<file path="config.mk">
export PLATFORM = sky130hd
export DESIGN_NAME = adcc_top
export DESIGN_NICKNAME = d
export VERILOG_FILES = /design/src/verilog/adcc_pkg.sv /design/src/verilog/adcc_clk_div.sv /design/src/verilog/adcc_trig_delay.sv /design/src/verilog/adcc_top.sv
export VERILOG_INCLUDE_DIRS = /design/src /design/src/verilog
export SDC_FILE = /design/constraint.sdc
export NUM_CORES = 1
export LEC_CHECK = 0
export BUFFER_PORTS_ARGS = -buffer_cell sky130_fd_sc_hd__buf_2
export CAP_MARGIN = 15
export CORE_MARGIN = 2
export CORE_UTILIZATION = 59
export CTS_BUF_LIST = sky130_fd_sc_hd__clkbuf_4 sky130_fd_sc_hd__clkbuf_8
export CTS_CLUSTER_SIZE = 40
export DETAILED_ROUTE_END_ITERATION = 12
export GPL_TIMING_DRIVEN = 0
export PLACE_DENSITY = 0.83
export SLEW_MARGIN = 40
export SYNTH_ARGS = -nofsm -noshare
export SYNTH_HDL_FRONTEND = slang
export SYNTH_SLANG_ARGS = --single-unit
</file>
<file path="constraint.sdc">
create_clock -name pclk -period 2.9 [get_ports pclk]
set_input_delay 0.58 -clock pclk [delete_from_list [all_inputs] [get_ports pclk]]
set_output_delay 0.58 -clock pclk [all_outputs]
set_load 0.005 [all_outputs]
</file>
<file path="src/verilog/adcc_consts.svh">
// Register offsets, field positions and counts of the converter control block.
`ifndef ADCC_CONSTS_SVH
`define ADCC_CONSTS_SVH
`define ADCC_OFF_CTRL_FIRST  8'h00
`define ADCC_OFF_CTRL_SECOND 8'h04
`define ADCC_OFF_DELAY       8'h08
`define ADCC_OFF_RES_HIGH    8'h0C
`define ADCC_OFF_RES_LOW     8'h10
`define ADCC_OFF_IRQ_EN      8'h14
`define ADCC_OFF_IRQ_STAT    8'h18
`define ADCC_OFF_HI_BOUND    8'h1C
`define ADCC_OFF_LO_BOUND    8'h20
`define ADCC_B_FORMAT        4
`define ADCC_B_PWR_OFF       5
`define ADCC_B_BUSY          6
`define ADCC_B_SOFT_START    7
`define ADCC_B_SRC_SEL       3
`define ADCC_B_DLY_EN        4
`define ADCC_B_LO_CMP_EN     5
`define ADCC_B_HI_CMP_EN     6
`define ADCC_B_GLOBAL_EN     0
`define ADCC_B_CONV_EN       1
`define ADCC_B_MF_EN         2
`define ADCC_B_CONV_FLAG     0
`define ADCC_B_MF_FLAG       1
`define ADCC_B_BOUND_FLAG    2
`define ADCC_B_CMP_FLAG      3
`define ADCC_CONV_LAST       4'hF
`define ADCC_DIV_MAX_SEL     3'h6
`endif

</file>
<file path="src/verilog/adcc_pkg.sv">
// Types shared by the converter control block.
package adcc_pkg;
	// Sequencer states, Gray coded along idle, held in reset, converting.
	typedef enum logic [1:0]
	{
		ADCC_IDLE = 2'b00,
		ADCC_HOLD = 2'b01,
		ADCC_CONV = 2'b11
	} adcc_state_t;
endpackage

</file>
<file path="src/verilog/adcc_clk_div.sv">
// Converter clock divider producing one tick per converter clock period.
`timescale 1ns/1ps
`default_nettype none
`include "adcc_consts.svh"
module adcc_clk_div
(
	input  wire logic       pclk,
	input  wire logic       presetn,
	input  wire logic       run,
	input  wire logic [2:0] div_sel,
	output logic            tick
);
	logic [5:0] cnt_r;   // Position inside the current converter clock period.
	logic [5:0] limit;   // Last count of a period for the chosen ratio.
	logic       tick_r;  // Registered period strobe.

	// Ratio is two to the power of the code; the undefined top code is held at the largest ratio.
	always_comb
	begin
		if (div_sel > `ADCC_DIV_MAX_SEL)
			limit = 6'h3F;
		else
			limit = 6'((7'h01 << div_sel) - 7'h01);
	end

	// The counter restarts whenever the sequencer is not converting, so every conversion starts on a whole period.
	always_ff @(posedge pclk or negedge presetn)
	begin
		if (!presetn)
		begin
			cnt_r  <= 6'h00;
			tick_r <= 1'b0;
		end
		else if (!run)
		begin
			cnt_r  <= 6'h00;
			tick_r <= 1'b0;
		end
		else
		begin
			tick_r <= (cnt_r == limit);
			cnt_r  <= (cnt_r == limit) ? 6'h00 : cnt_r + 6'h01;
		end
	end

	assign tick = tick_r;

	chk_tick_spacing: assert property (@(posedge pclk) disable iff (!presetn)
		tick |-> $past(cnt_r) == $past(limit)) else $error("divider tick off its period");
endmodule
`default_nettype wire

</file>
<file path="src/verilog/adcc_trig_delay.sv">
// Delay of a PWM trigger by a programmed number of system clocks.
`timescale 1ns/1ps
`default_nettype none
module adcc_trig_delay
#(
	parameter int DW = 8
)
(
	input  wire logic          pclk,
	input  wire logic          presetn,
	input  wire logic          trig,
	input  wire logic          delay_en,
	input  wire logic [DW-1:0] delay_count,
	input  wire logic          abort,
	output logic               start
);
	logic [DW-1:0] cnt_r;     // System clocks still to wait.
	logic          pending_r; // A delayed trigger is waiting.
	logic          start_r;   // Registered start strobe.

	// A zero count or a cleared enable passes the trigger straight on; the wait is count clocks otherwise.
	always_ff @(posedge pclk or negedge presetn)
	begin
		if (!presetn)
		begin
			cnt_r     <= '0;
			pending_r <= 1'b0;
			start_r   <= 1'b0;
		end
		else if (abort)
		begin
			pending_r <= 1'b0;
			start_r   <= 1'b0;
		end
		else if (pending_r)
		begin
			start_r   <= (cnt_r == '0);
			pending_r <= (cnt_r != '0);
			cnt_r     <= (cnt_r == '0) ? cnt_r : cnt_r - 1'b1;
		end
		else
		begin
			start_r   <= trig && !(delay_en && delay_count != '0);
			pending_r <= trig && delay_en && delay_count != '0;
			cnt_r     <= delay_count - 1'b1;
		end
	end

	assign start = start_r;

	chk_delay_release: assert property (@(posedge pclk) disable iff (!presetn)
		!abort && !pending_r && trig && delay_en && delay_count == 8'h02 |=> !start ##1 !start ##1 start)
		else $error("delayed start not after the programmed count");
endmodule
`default_nettype wire

</file>
<file path="src/verilog/adcc_top.sv">
// APB register file and sequencer of the converter control block.
// Notes on behaviour
// - converter clock divided down from system clock.
// - codes 0 to 6 divide by powers.
// - converter runs only while power-off is clear.
// - power-off set switches converter fully off.
// - input select field routes converter input.
// - source bit picks soft start or PWM.
// - format bit arranges result across bytes.
// - interrupt needs global, converter, multi-function enables.
// - start bit raised then cleared starts conversion.
// - start bit left high holds reset, busy.
// - optional delay between PWM trigger and start.
// - delay equals count times system clock.
// - busy high during conversion, low after.
// - result readable in high and low registers.
// - completion raises converter interrupt request.
// - conversion lasts sixteen converter clock periods.
// - conversion runs alone, processor keeps working.
// - twelve-bit unsigned result, full scale all ones.
// - boundary and comparator interrupts available.
// - result compared against enabled high/low bounds.
//
// Chosen here: register access over APB and the placing of the registers.
`timescale 1ns/1ps
`default_nettype none
`include "adcc_consts.svh"
module adcc_top
#(
	parameter int AW = 8,
	parameter int DW = 8
)
(
	input  wire logic          pclk,
	input  wire logic          presetn,
	input  wire logic          psel,
	input  wire logic          penable,
	input  wire logic          pwrite,
	input  wire logic [AW-1:0] paddr,
	input  wire logic [31:0]   pwdata,
	output logic [31:0]        prdata,
	output logic               pready,
	output logic               pslverr,
	input  wire logic          pwm_trigger,
	input  wire logic [11:0]   conv_sample_data,
	input  wire logic          current_comparator_event,
	output logic               conv_power_on,
	output logic               conv_reset,
	output logic               conv_clk_tick,
	output logic [3:0]         conv_input_sel,
	output logic               conv_irq,
	output logic               boundary_limit_irq,
	output logic               current_comparator_irq
);
	// Software-visible control fields.
	logic [3:0]    input_sel_r;         // Channel routed to the converter.
	logic          result_format_sel_r; // Result arrangement across the two bytes.
	logic          conv_power_off_r;    // Converter switched off when high.
	logic          soft_start_bit_r;    // Software start bit.
	logic [2:0]    div_sel_r;           // Converter clock ratio code.
	logic          trigger_source_sel_r; // Low picks software, high picks PWM.
	logic          delay_start_enable_r; // Delayed PWM start enable.
	logic          lo_cmp_en_r;         // Low boundary comparison enable.
	logic          hi_cmp_en_r;         // High boundary comparison enable.
	logic [DW-1:0] trigger_delay_count_r; // Delay in system clocks.
	logic [2:0]    irq_en_r;            // Global, converter, multi-function enables.
	logic [3:0]    irq_flag_r;          // Converter, multi-function, boundary, comparator flags.
	logic [11:0]   hi_bound_r;          // High limit, right justified.
	logic [11:0]   lo_bound_r;          // Low limit, right justified.
	logic [7:0]    result_high_r;       // Upper result byte.
	logic [7:0]    result_low_r;        // Lower result byte.
	logic [31:0]   prdata_r;            // Read data captured in the setup cycle.
	logic          addr_err_r;          // Unmapped address seen in the setup cycle.

	// Sequencer.
	adcc_pkg::adcc_state_t state_r;     // Present sequencer state.
	adcc_pkg::adcc_state_t state_nxt;   // Next sequencer state.
	logic [3:0]    period_cnt_r;        // Converter clock periods already spent.
	logic          tick;                // One strobe per converter clock period.
	logic          pwm_start;           // PWM trigger after the optional delay.
	logic          done;                // Last period of a conversion ends now.
	logic          wr_en;               // APB write takes effect this edge.
	logic          setup;               // APB setup cycle.
	logic [3:0]    flag_clr;            // Write-one-to-clear mask.
	logic [3:0]    flag_set;            // Hardware events this cycle.

	assign setup   = psel && !penable;
	assign wr_en   = psel && penable && pwrite;
	assign pready  = 1'b1;
	assign pslverr = psel && penable && addr_err_r;
	assign prdata  = prdata_r;

	// Divider runs only while a conversion is under way so its periods line up with the start.
	adcc_clk_div u_div
	(
		.pclk    (pclk),
		.presetn (presetn),
		.run     (state_r == adcc_pkg::ADCC_CONV),
		.div_sel (div_sel_r),
		.tick    (tick)
	);

	// PWM trigger path with its programmable wait; only used while the PWM source is chosen.
	adcc_trig_delay #(.DW(DW)) u_dly
	(
		.pclk        (pclk),
		.presetn     (presetn),
		.trig        (pwm_trigger && trigger_source_sel_r),
		.delay_en    (delay_start_enable_r),
		.delay_count (trigger_delay_count_r),
		.abort       (conv_power_off_r || !trigger_source_sel_r),
		.start       (pwm_start)
	);

	assign done = (state_r == adcc_pkg::ADCC_CONV) && tick && (period_cnt_r == `ADCC_CONV_LAST);

	// Next state; a PWM trigger that arrives while converting is ignored, a raised start bit goes back to hold.
	always_comb
	begin
		state_nxt = state_r;
		case (state_r)
			adcc_pkg::ADCC_IDLE:
			begin
				if (!trigger_source_sel_r && soft_start_bit_r)
					state_nxt = adcc_pkg::ADCC_HOLD;
				else if (trigger_source_sel_r && pwm_start)
					state_nxt = adcc_pkg::ADCC_CONV;
			end
			adcc_pkg::ADCC_HOLD:
			begin
				if (trigger_source_sel_r)
					state_nxt = adcc_pkg::ADCC_IDLE;
				else if (!soft_start_bit_r)
					state_nxt = adcc_pkg::ADCC_CONV;
			end
			adcc_pkg::ADCC_CONV:
			begin
				if (!trigger_source_sel_r && soft_start_bit_r)
					state_nxt = adcc_pkg::ADCC_HOLD;
				else if (done)
					state_nxt = adcc_pkg::ADCC_IDLE;
			end
			default:
				state_nxt = adcc_pkg::ADCC_IDLE;
		endcase
		if (conv_power_off_r)
			state_nxt = adcc_pkg::ADCC_IDLE;
	end

	// Sequencer state; the processor only starts it, the rest runs here on its own.
	always_ff @(posedge pclk or negedge presetn)
	begin
		if (!presetn)
			state_r <= adcc_pkg::ADCC_IDLE;
		else
			state_r <= state_nxt;
	end

	// Period counter restarts on every fresh entry to the converting state.
	always_ff @(posedge pclk or negedge presetn)
	begin
		if (!presetn)
			period_cnt_r <= 4'h0;
		else if (state_r != adcc_pkg::ADCC_CONV)
			period_cnt_r <= 4'h0;
		else if (tick)
			period_cnt_r <= period_cnt_r + 4'h1;
	end

	// Analog side controls.
	assign conv_power_on  = !conv_power_off_r;
	assign conv_reset     = (state_r == adcc_pkg::ADCC_HOLD);
	assign conv_clk_tick  = tick;
	assign conv_input_sel = input_sel_r;

	// Result bytes change only at completion and always as a pair, so a read never mixes two conversions.
	always_ff @(posedge pclk or negedge presetn)
	begin
		if (!presetn)
		begin
			result_high_r <= 8'h00;
			result_low_r  <= 8'h00;
		end
		else if (done)
		begin
			if (result_format_sel_r)
			begin
				result_high_r <= {4'h0, conv_sample_data[11:8]};
				result_low_r  <= conv_sample_data[7:0];
			end
			else
			begin
				result_high_r <= conv_sample_data[11:4];
				result_low_r  <= {conv_sample_data[3:0], 4'h0};
			end
		end
	end

	// Hardware events; a full-scale code is plain unsigned and needs no special case.
	assign flag_set[`ADCC_B_CONV_FLAG]  = done;
	assign flag_set[`ADCC_B_MF_FLAG]    = done && irq_en_r[`ADCC_B_CONV_EN];
	assign flag_set[`ADCC_B_BOUND_FLAG] = done && ((hi_cmp_en_r && conv_sample_data > hi_bound_r) ||
		(lo_cmp_en_r && conv_sample_data < lo_bound_r));
	assign flag_set[`ADCC_B_CMP_FLAG]   = current_comparator_event;
	assign flag_clr = (wr_en && paddr == `ADCC_OFF_IRQ_STAT) ? pwdata[3:0] : 4'h0;

	// Flags are sticky, cleared by writing ones, and a new event in the clearing cycle wins.
	always_ff @(posedge pclk or negedge presetn)
	begin
		if (!presetn)
			irq_flag_r <= 4'h0;
		else
			irq_flag_r <= flag_set | (irq_flag_r & ~flag_clr);
	end

	assign conv_irq = irq_en_r[`ADCC_B_GLOBAL_EN] && irq_en_r[`ADCC_B_MF_EN] &&
		irq_flag_r[`ADCC_B_MF_FLAG];
	assign boundary_limit_irq     = irq_flag_r[`ADCC_B_BOUND_FLAG];
	assign current_comparator_irq = irq_flag_r[`ADCC_B_CMP_FLAG];

	// Control register writes; reset leaves the converter powered off.
	always_ff @(posedge pclk or negedge presetn)
	begin
		if (!presetn)
		begin
			input_sel_r           <= 4'h0;
			result_format_sel_r   <= 1'b0;
			conv_power_off_r      <= 1'b1;
			soft_start_bit_r      <= 1'b0;
			div_sel_r             <= 3'h0;
			trigger_source_sel_r  <= 1'b0;
			delay_start_enable_r  <= 1'b0;
			lo_cmp_en_r           <= 1'b0;
			hi_cmp_en_r           <= 1'b0;
			trigger_delay_count_r <= '0;
			irq_en_r              <= 3'h0;
			hi_bound_r            <= 12'h000;
			lo_bound_r            <= 12'h000;
		end
		else if (wr_en)
		begin
			case (paddr)
				`ADCC_OFF_CTRL_FIRST:
				begin
					input_sel_r         <= pwdata[3:0];
					result_format_sel_r <= pwdata[`ADCC_B_FORMAT];
					conv_power_off_r    <= pwdata[`ADCC_B_PWR_OFF];
					soft_start_bit_r    <= pwdata[`ADCC_B_SOFT_START];
				end
				`ADCC_OFF_CTRL_SECOND:
				begin
					div_sel_r            <= pwdata[2:0];
					trigger_source_sel_r <= pwdata[`ADCC_B_SRC_SEL];
					delay_start_enable_r <= pwdata[`ADCC_B_DLY_EN];
					lo_cmp_en_r          <= pwdata[`ADCC_B_LO_CMP_EN];
					hi_cmp_en_r          <= pwdata[`ADCC_B_HI_CMP_EN];
				end
				`ADCC_OFF_DELAY:    trigger_delay_count_r <= pwdata[DW-1:0];
				`ADCC_OFF_IRQ_EN:   irq_en_r <= pwdata[2:0];
				`ADCC_OFF_HI_BOUND: hi_bound_r <= pwdata[11:0];
				`ADCC_OFF_LO_BOUND: lo_bound_r <= pwdata[11:0];
				default:            ;
			endcase
		end
	end

	// Read data is captured in the setup cycle, so the slave answers with no wait state.
	always_ff @(posedge pclk or negedge presetn)
	begin
		if (!presetn)
		begin
			prdata_r   <= 32'h0000_0000;
			addr_err_r <= 1'b0;
		end
		else if (setup)
		begin
			addr_err_r <= 1'b0;
			case (paddr)
				`ADCC_OFF_CTRL_FIRST:  prdata_r <= {24'h000000, soft_start_bit_r,
					state_r != adcc_pkg::ADCC_IDLE, conv_power_off_r, result_format_sel_r, input_sel_r};
				`ADCC_OFF_CTRL_SECOND: prdata_r <= {25'h0000000, hi_cmp_en_r, lo_cmp_en_r,
					delay_start_enable_r, trigger_source_sel_r, div_sel_r};
				`ADCC_OFF_DELAY:       prdata_r <= {24'h000000, trigger_delay_count_r};
				`ADCC_OFF_RES_HIGH:    prdata_r <= {24'h000000, result_high_r};
				`ADCC_OFF_RES_LOW:     prdata_r <= {24'h000000, result_low_r};
				`ADCC_OFF_IRQ_EN:      prdata_r <= {29'h00000000, irq_en_r};
				`ADCC_OFF_IRQ_STAT:    prdata_r <= {28'h0000000, irq_flag_r};
				`ADCC_OFF_HI_BOUND:    prdata_r <= {20'h00000, hi_bound_r};
				`ADCC_OFF_LO_BOUND:    prdata_r <= {20'h00000, lo_bound_r};
				default:
				begin
					prdata_r   <= 32'h0000_0000;
					addr_err_r <= 1'b1;
				end
			endcase
		end
	end

	// Checks beside the logic.
	// Power is judged in the same cycle and the state one cycle later, so clearing the bit may follow at once.
	chk_power_off_idle: assert property (@(posedge pclk) disable iff (!presetn)
		conv_power_off_r |-> !conv_power_on ##1 state_r == adcc_pkg::ADCC_IDLE)
		else $error("converter active while powered off");
	chk_hold_reset: assert property (@(posedge pclk) disable iff (!presetn)
		soft_start_bit_r && !trigger_source_sel_r && !conv_power_off_r ##1 soft_start_bit_r
		|-> conv_reset && state_r != adcc_pkg::ADCC_IDLE) else $error("start bit held high without reset");
	chk_soft_start: assert property (@(posedge pclk) disable iff (!presetn)
		state_r == adcc_pkg::ADCC_HOLD && !soft_start_bit_r && !trigger_source_sel_r && !conv_power_off_r
		|=> state_r == adcc_pkg::ADCC_CONV) else $error("start bit pulse did not start");
	chk_busy_done: assert property (@(posedge pclk) disable iff (!presetn)
		done && !conv_power_off_r && !soft_start_bit_r |=> state_r == adcc_pkg::ADCC_IDLE)
		else $error("busy did not fall at completion");
	chk_conv_length: assert property (@(posedge pclk) disable iff (!presetn)
		done |-> $past(period_cnt_r) == 4'hE || $past(period_cnt_r) == 4'hF)
		else $error("conversion not sixteen periods");
	chk_result_pair: assert property (@(posedge pclk) disable iff (!presetn)
		done && !result_format_sel_r |=> result_high_r == $past(conv_sample_data[11:4]) &&
		result_low_r == {$past(conv_sample_data[3:0]), 4'h0}) else $error("result bytes wrong");
	chk_result_hold: assert property (@(posedge pclk) disable iff (!presetn)
		!done |=> $stable(result_high_r) && $stable(result_low_r)) else $error("result changed early");
	chk_flag_on_done: assert property (@(posedge pclk) disable iff (!presetn)
		done |=> irq_flag_r[`ADCC_B_CONV_FLAG]) else $error("completion flag not raised");
	chk_flag_sticky: assert property (@(posedge pclk) disable iff (!presetn)
		irq_flag_r[`ADCC_B_CONV_FLAG] && !flag_clr[`ADCC_B_CONV_FLAG] |=> irq_flag_r[`ADCC_B_CONV_FLAG])
		else $error("completion flag lost");
	chk_irq_gate: assert property (@(posedge pclk) disable iff (!presetn)
		conv_irq |-> irq_en_r[`ADCC_B_GLOBAL_EN] && irq_en_r[`ADCC_B_MF_EN])
		else $error("interrupt passed a cleared enable");
	cov_soft_conv: cover property (@(posedge pclk) disable iff (!presetn)
		state_r == adcc_pkg::ADCC_HOLD ##1 state_r == adcc_pkg::ADCC_CONV);
	cov_pwm_done: cover property (@(posedge pclk) disable iff (!presetn) done && trigger_source_sel_r);
	cov_bound_irq: cover property (@(posedge pclk) disable iff (!presetn) $rose(boundary_limit_irq));
	cov_conv_irq: cover property (@(posedge pclk) disable iff (!presetn) $rose(conv_irq));
endmodule
`default_nettype wire

</file>
==> impl_metrics.yaml <==
routing:
  drt.antenna.violating_nets: 0
  wl_mm: 15.65
  viasPerCell: 5.999
  drcViolationCount: 0
  vias: 4997
  wl_per_cell_um: 18.78
  drt_iter0_markers: 389
  first_pass_iters: 5
global_routing:
  antenna_found_initial: 1
  grt_pass1_wl_mm: 25.17
  met3_usage: 0.06737
  grt_pass1_vias: 4822
  grt_max_degree: 58
  grt_util_met1: 0.4115
  grtUsageMet2: 0.4657
  overflow: 0
  top_usage_layer: "met2"
  grtUsageTotal: 0.2951
sta:
  rsz0062_at_grt: "no"
  worstMarginPinSlew_ns: 0.7216
  slew_headroom: 0.5152
  timing.fmax_mhz: 401.2
  finalMaxSlewViolations: 0
  skew_ns: 0.01399
  final.period_utilization: 0.8594
  final.min_clock_period_ns: 2.492
  hold_violations: 0
  setup_violations: 0
  setup-tns-final_ns: 0
setup_path:
  crit_cells: 7
  cp_slowest_stage_delay_ns: 0.46
  crit_chain: "buf_1, mux2i_1, ha_1, o21ai_1, or2_1, xor2_1, a221oi_1"
  rr_startpoint: "u_dly.pending_r"
  cp.required_ns: 3.19
  crit_family: "compound AO/OA/AOI/OAI gates"
  cp_data_arrival_time_ns: 2.79
  startpoint_type: "register"
  ff2ff_path_depth: 7
  endpoint_kind: "register"
  cp_slowest_cell: "dfrtp_1"
  crit_path_max_fanout: 10
  crit_start: "u_dly.pending_r"
  critPathBufInv: 1
  critical_path_class: "reg2reg"
floorplanning:
  dieHeight_um: 104.9
  die_w_um: 104.9
  dieArea_um2: 11000
  row_count: 36
  initial_utilization: 0.6117
  ios: 103
  core_um2: 9819
power_and_ir_drop:
  switchingPower_uw: 891.2
  power_frac_seq: 0.545
  power.leakage_nw: 3.227
  peakVddDrop_uv: 238.4
  power_frac_clock: 0.310
  internal-power_mw: 2.044
  total_power_mw: 2.935
  cellPowerDensity_nw_per_um2: 433.0
  switching_share: 0.3037
  p_comb_frac: 0.145
clock_network:
  root_buffer: "clkbuf_8"
  postCtsHoldBufs: 0
  clock-sinks: 105
  clk_pin_slew_worst_paths_ns: 0.11
  cts_setup_buffers: 0
  cts_tree: "done"
  clockBufferDepth: 2
  cts_htree_levels: 3
  insertion_delay_ns: 0.39
  numCtsBuffers: 9
  postCtsResizedCells: 0
job:
  maxCapViolCount: 0
yosys:
  synth_top_family_by_area: "simple AND/OR/NAND/NOR gates"
  synth-main-ff-cell: "dfrtp_1"
  synthMuxAreaShare: 0.1350
  synthTopCellsByArea: "dfrtp_1 43%, ha_1 5.4%, mux2_1 5.2%"
  synth_top_area_frac: 0.4332
  synth_xor_area_frac: 0.01750
  async_flop_share: 1.000
  synth.most_common_cell: "dfrtp_1"
  synth_compound_area_frac: 0.1300
  synth_cell_types: 67
  ys_seq_elements: 105
  synth-simple-area-share: 0.1637
  ys_warn_count: 0
  synth_area_per_cell_um2: 9.945
  postSynthCellCount: 604
  yosysSeqAreaShare: 0.4376
  synth_common_cells: "104 x dfrtp_1, 79 x nand2_1, 34 x nor2_1"
  synth_edf_count: 0
  yosysTopAreaCell: "dfrtp_1"
  synth_fa_ha_area_frac: 0.05416
  syn_area_um2: 6007
worst_hold_path:
  hp-class: "in2async"
status:
  status: "finished, final reports clean"
placement:
  place_area_um2: 6583
  place_inst: 817
  io_buffer_count: 60
  place_hpwl_mm: 11.96
  place_congestion: 1.008
final_layout:
  final_area_um2: 6779
  syn_to_final_growth_pct: 12.85
  diodes: 0
  drive_gt1_frac: 0.1957
  final_nets: 780
  fin_cells: 833
  nFillCells: 796
per-stage QoR:
step                worst slack (ns)  hold WS, ns    util
floorplan                     0.8176       0.2844       -
CTS                           0.4035       0.1048  0.6904
detailed placement            0.4279       0.4531  0.6704
finish                        0.4077      0.09611  0.6904
global placement              0.1346       0.4468  0.6665
global route                  0.2602       0.1121  0.6904
layout by cell type, fill, tap and decap left out, drive strengths merged, types with 5 or more instances in the layout:
master and count:
a21oi 28, o211ai 5, nand2b 5, conb 21, xnor2 6, buf 92, clkbuf 20, mux4 5
and3 5, nand2 79, nand3b 6, dfrtp 104, mux2i 21, a31oi 6, nor2b 10, mux2 40
xor2 6, nand4 6, inv 34, o21ai 43, nor3 13, ha 26, a21o 5, nand3 19
a221oi 6, a22oi 8, nor2 36
state kept, by name, summed over array words and instances, names as in the netlist, 2 cells and up:
register / count
hi_bound_r: 12
lo_bound_r: 12
prdata: 12
result_high_r: 8
result_low_r: 8
trigger_delay_count_r: 8
u_dly.cnt_r: 8
u_div.cnt_r: 6
conv_input_sel: 4
irq_flag_r: 4
period_cnt_r: 4
div_sel_r: 3
irq_en_r: 3
state_r: 2
worst paths after layout:
check / endpoint / slack (ns)
min reg2reg: result_high_r[6] / 0.48
max in group asynchronous: conv_power_off_r / 2.16
max: u_dly.cnt_r[6] / 0.41
min: u_dly.cnt_r[4] / 0.1
min in group pclk: irq_flag_r[3] / 0.41
max reg2reg: u_dly.cnt_r[6] / 0.41
cell families (layout without fill, tap and decap cells):
logic type               count (synthesis)  after routing
AND/OR/NAND/NOR                        197            197
AO/OA/AOI/OAI                          124            124
flip-flops                             105            105
buffers and inverters                   72            149
multiplexers                            66             66
adder cells (fa/ha/maj)                 26             26
XOR/XNOR                                12             12
other                                    2             21
power groups by stage:
stage / combinational, mW / sequential, mW / clock [mW]
final: 0.426 / 1.60 / 0.909
after global routing: 0.477 / 1.61 / 0.979
after CTS: 0.424 / 1.60 / 0.927
after detailed placement: 0.422 / 1.62 / 0
after global placement: 0.397 / 1.62 / 0
after floorplan: 0.260 / 1.60 / 0
routing by layer:
metal / wire (µm) / part of all wire
met5: 12 / 0.00077
met3: 1300 / 0.083
met4: 290 / 0.019
met2: 7382 / 0.47
met1: 6659 / 0.43
worst reg2reg max path: stages, from the launching register on:
cell and delay (ns):
dfrtp_1 0.46, buf_1 0.44, mux2i_1 0.29, ha_1 0.26, o21ai_1 0.18, or2_1 0.31
xor2_1 0.16, a221oi_1 0.30
final cells by class:
cell class                      instances  area (µm²)  share of cell area
Multi-Input combinational cell        446        3084              0.4550
Sequential cell                       105        2629              0.3878
Timing Repair Buffer                   61       337.8             0.04983
Buffer                                 42       252.7             0.03728
Tap cell                              133       166.4             0.02455
Clock buffer                            9       123.9             0.01827
Inverter                               30       112.6             0.01661
Clock inverter                          7       72.57             0.01071
Note: power is estimated with default switching activity, not from simulation.
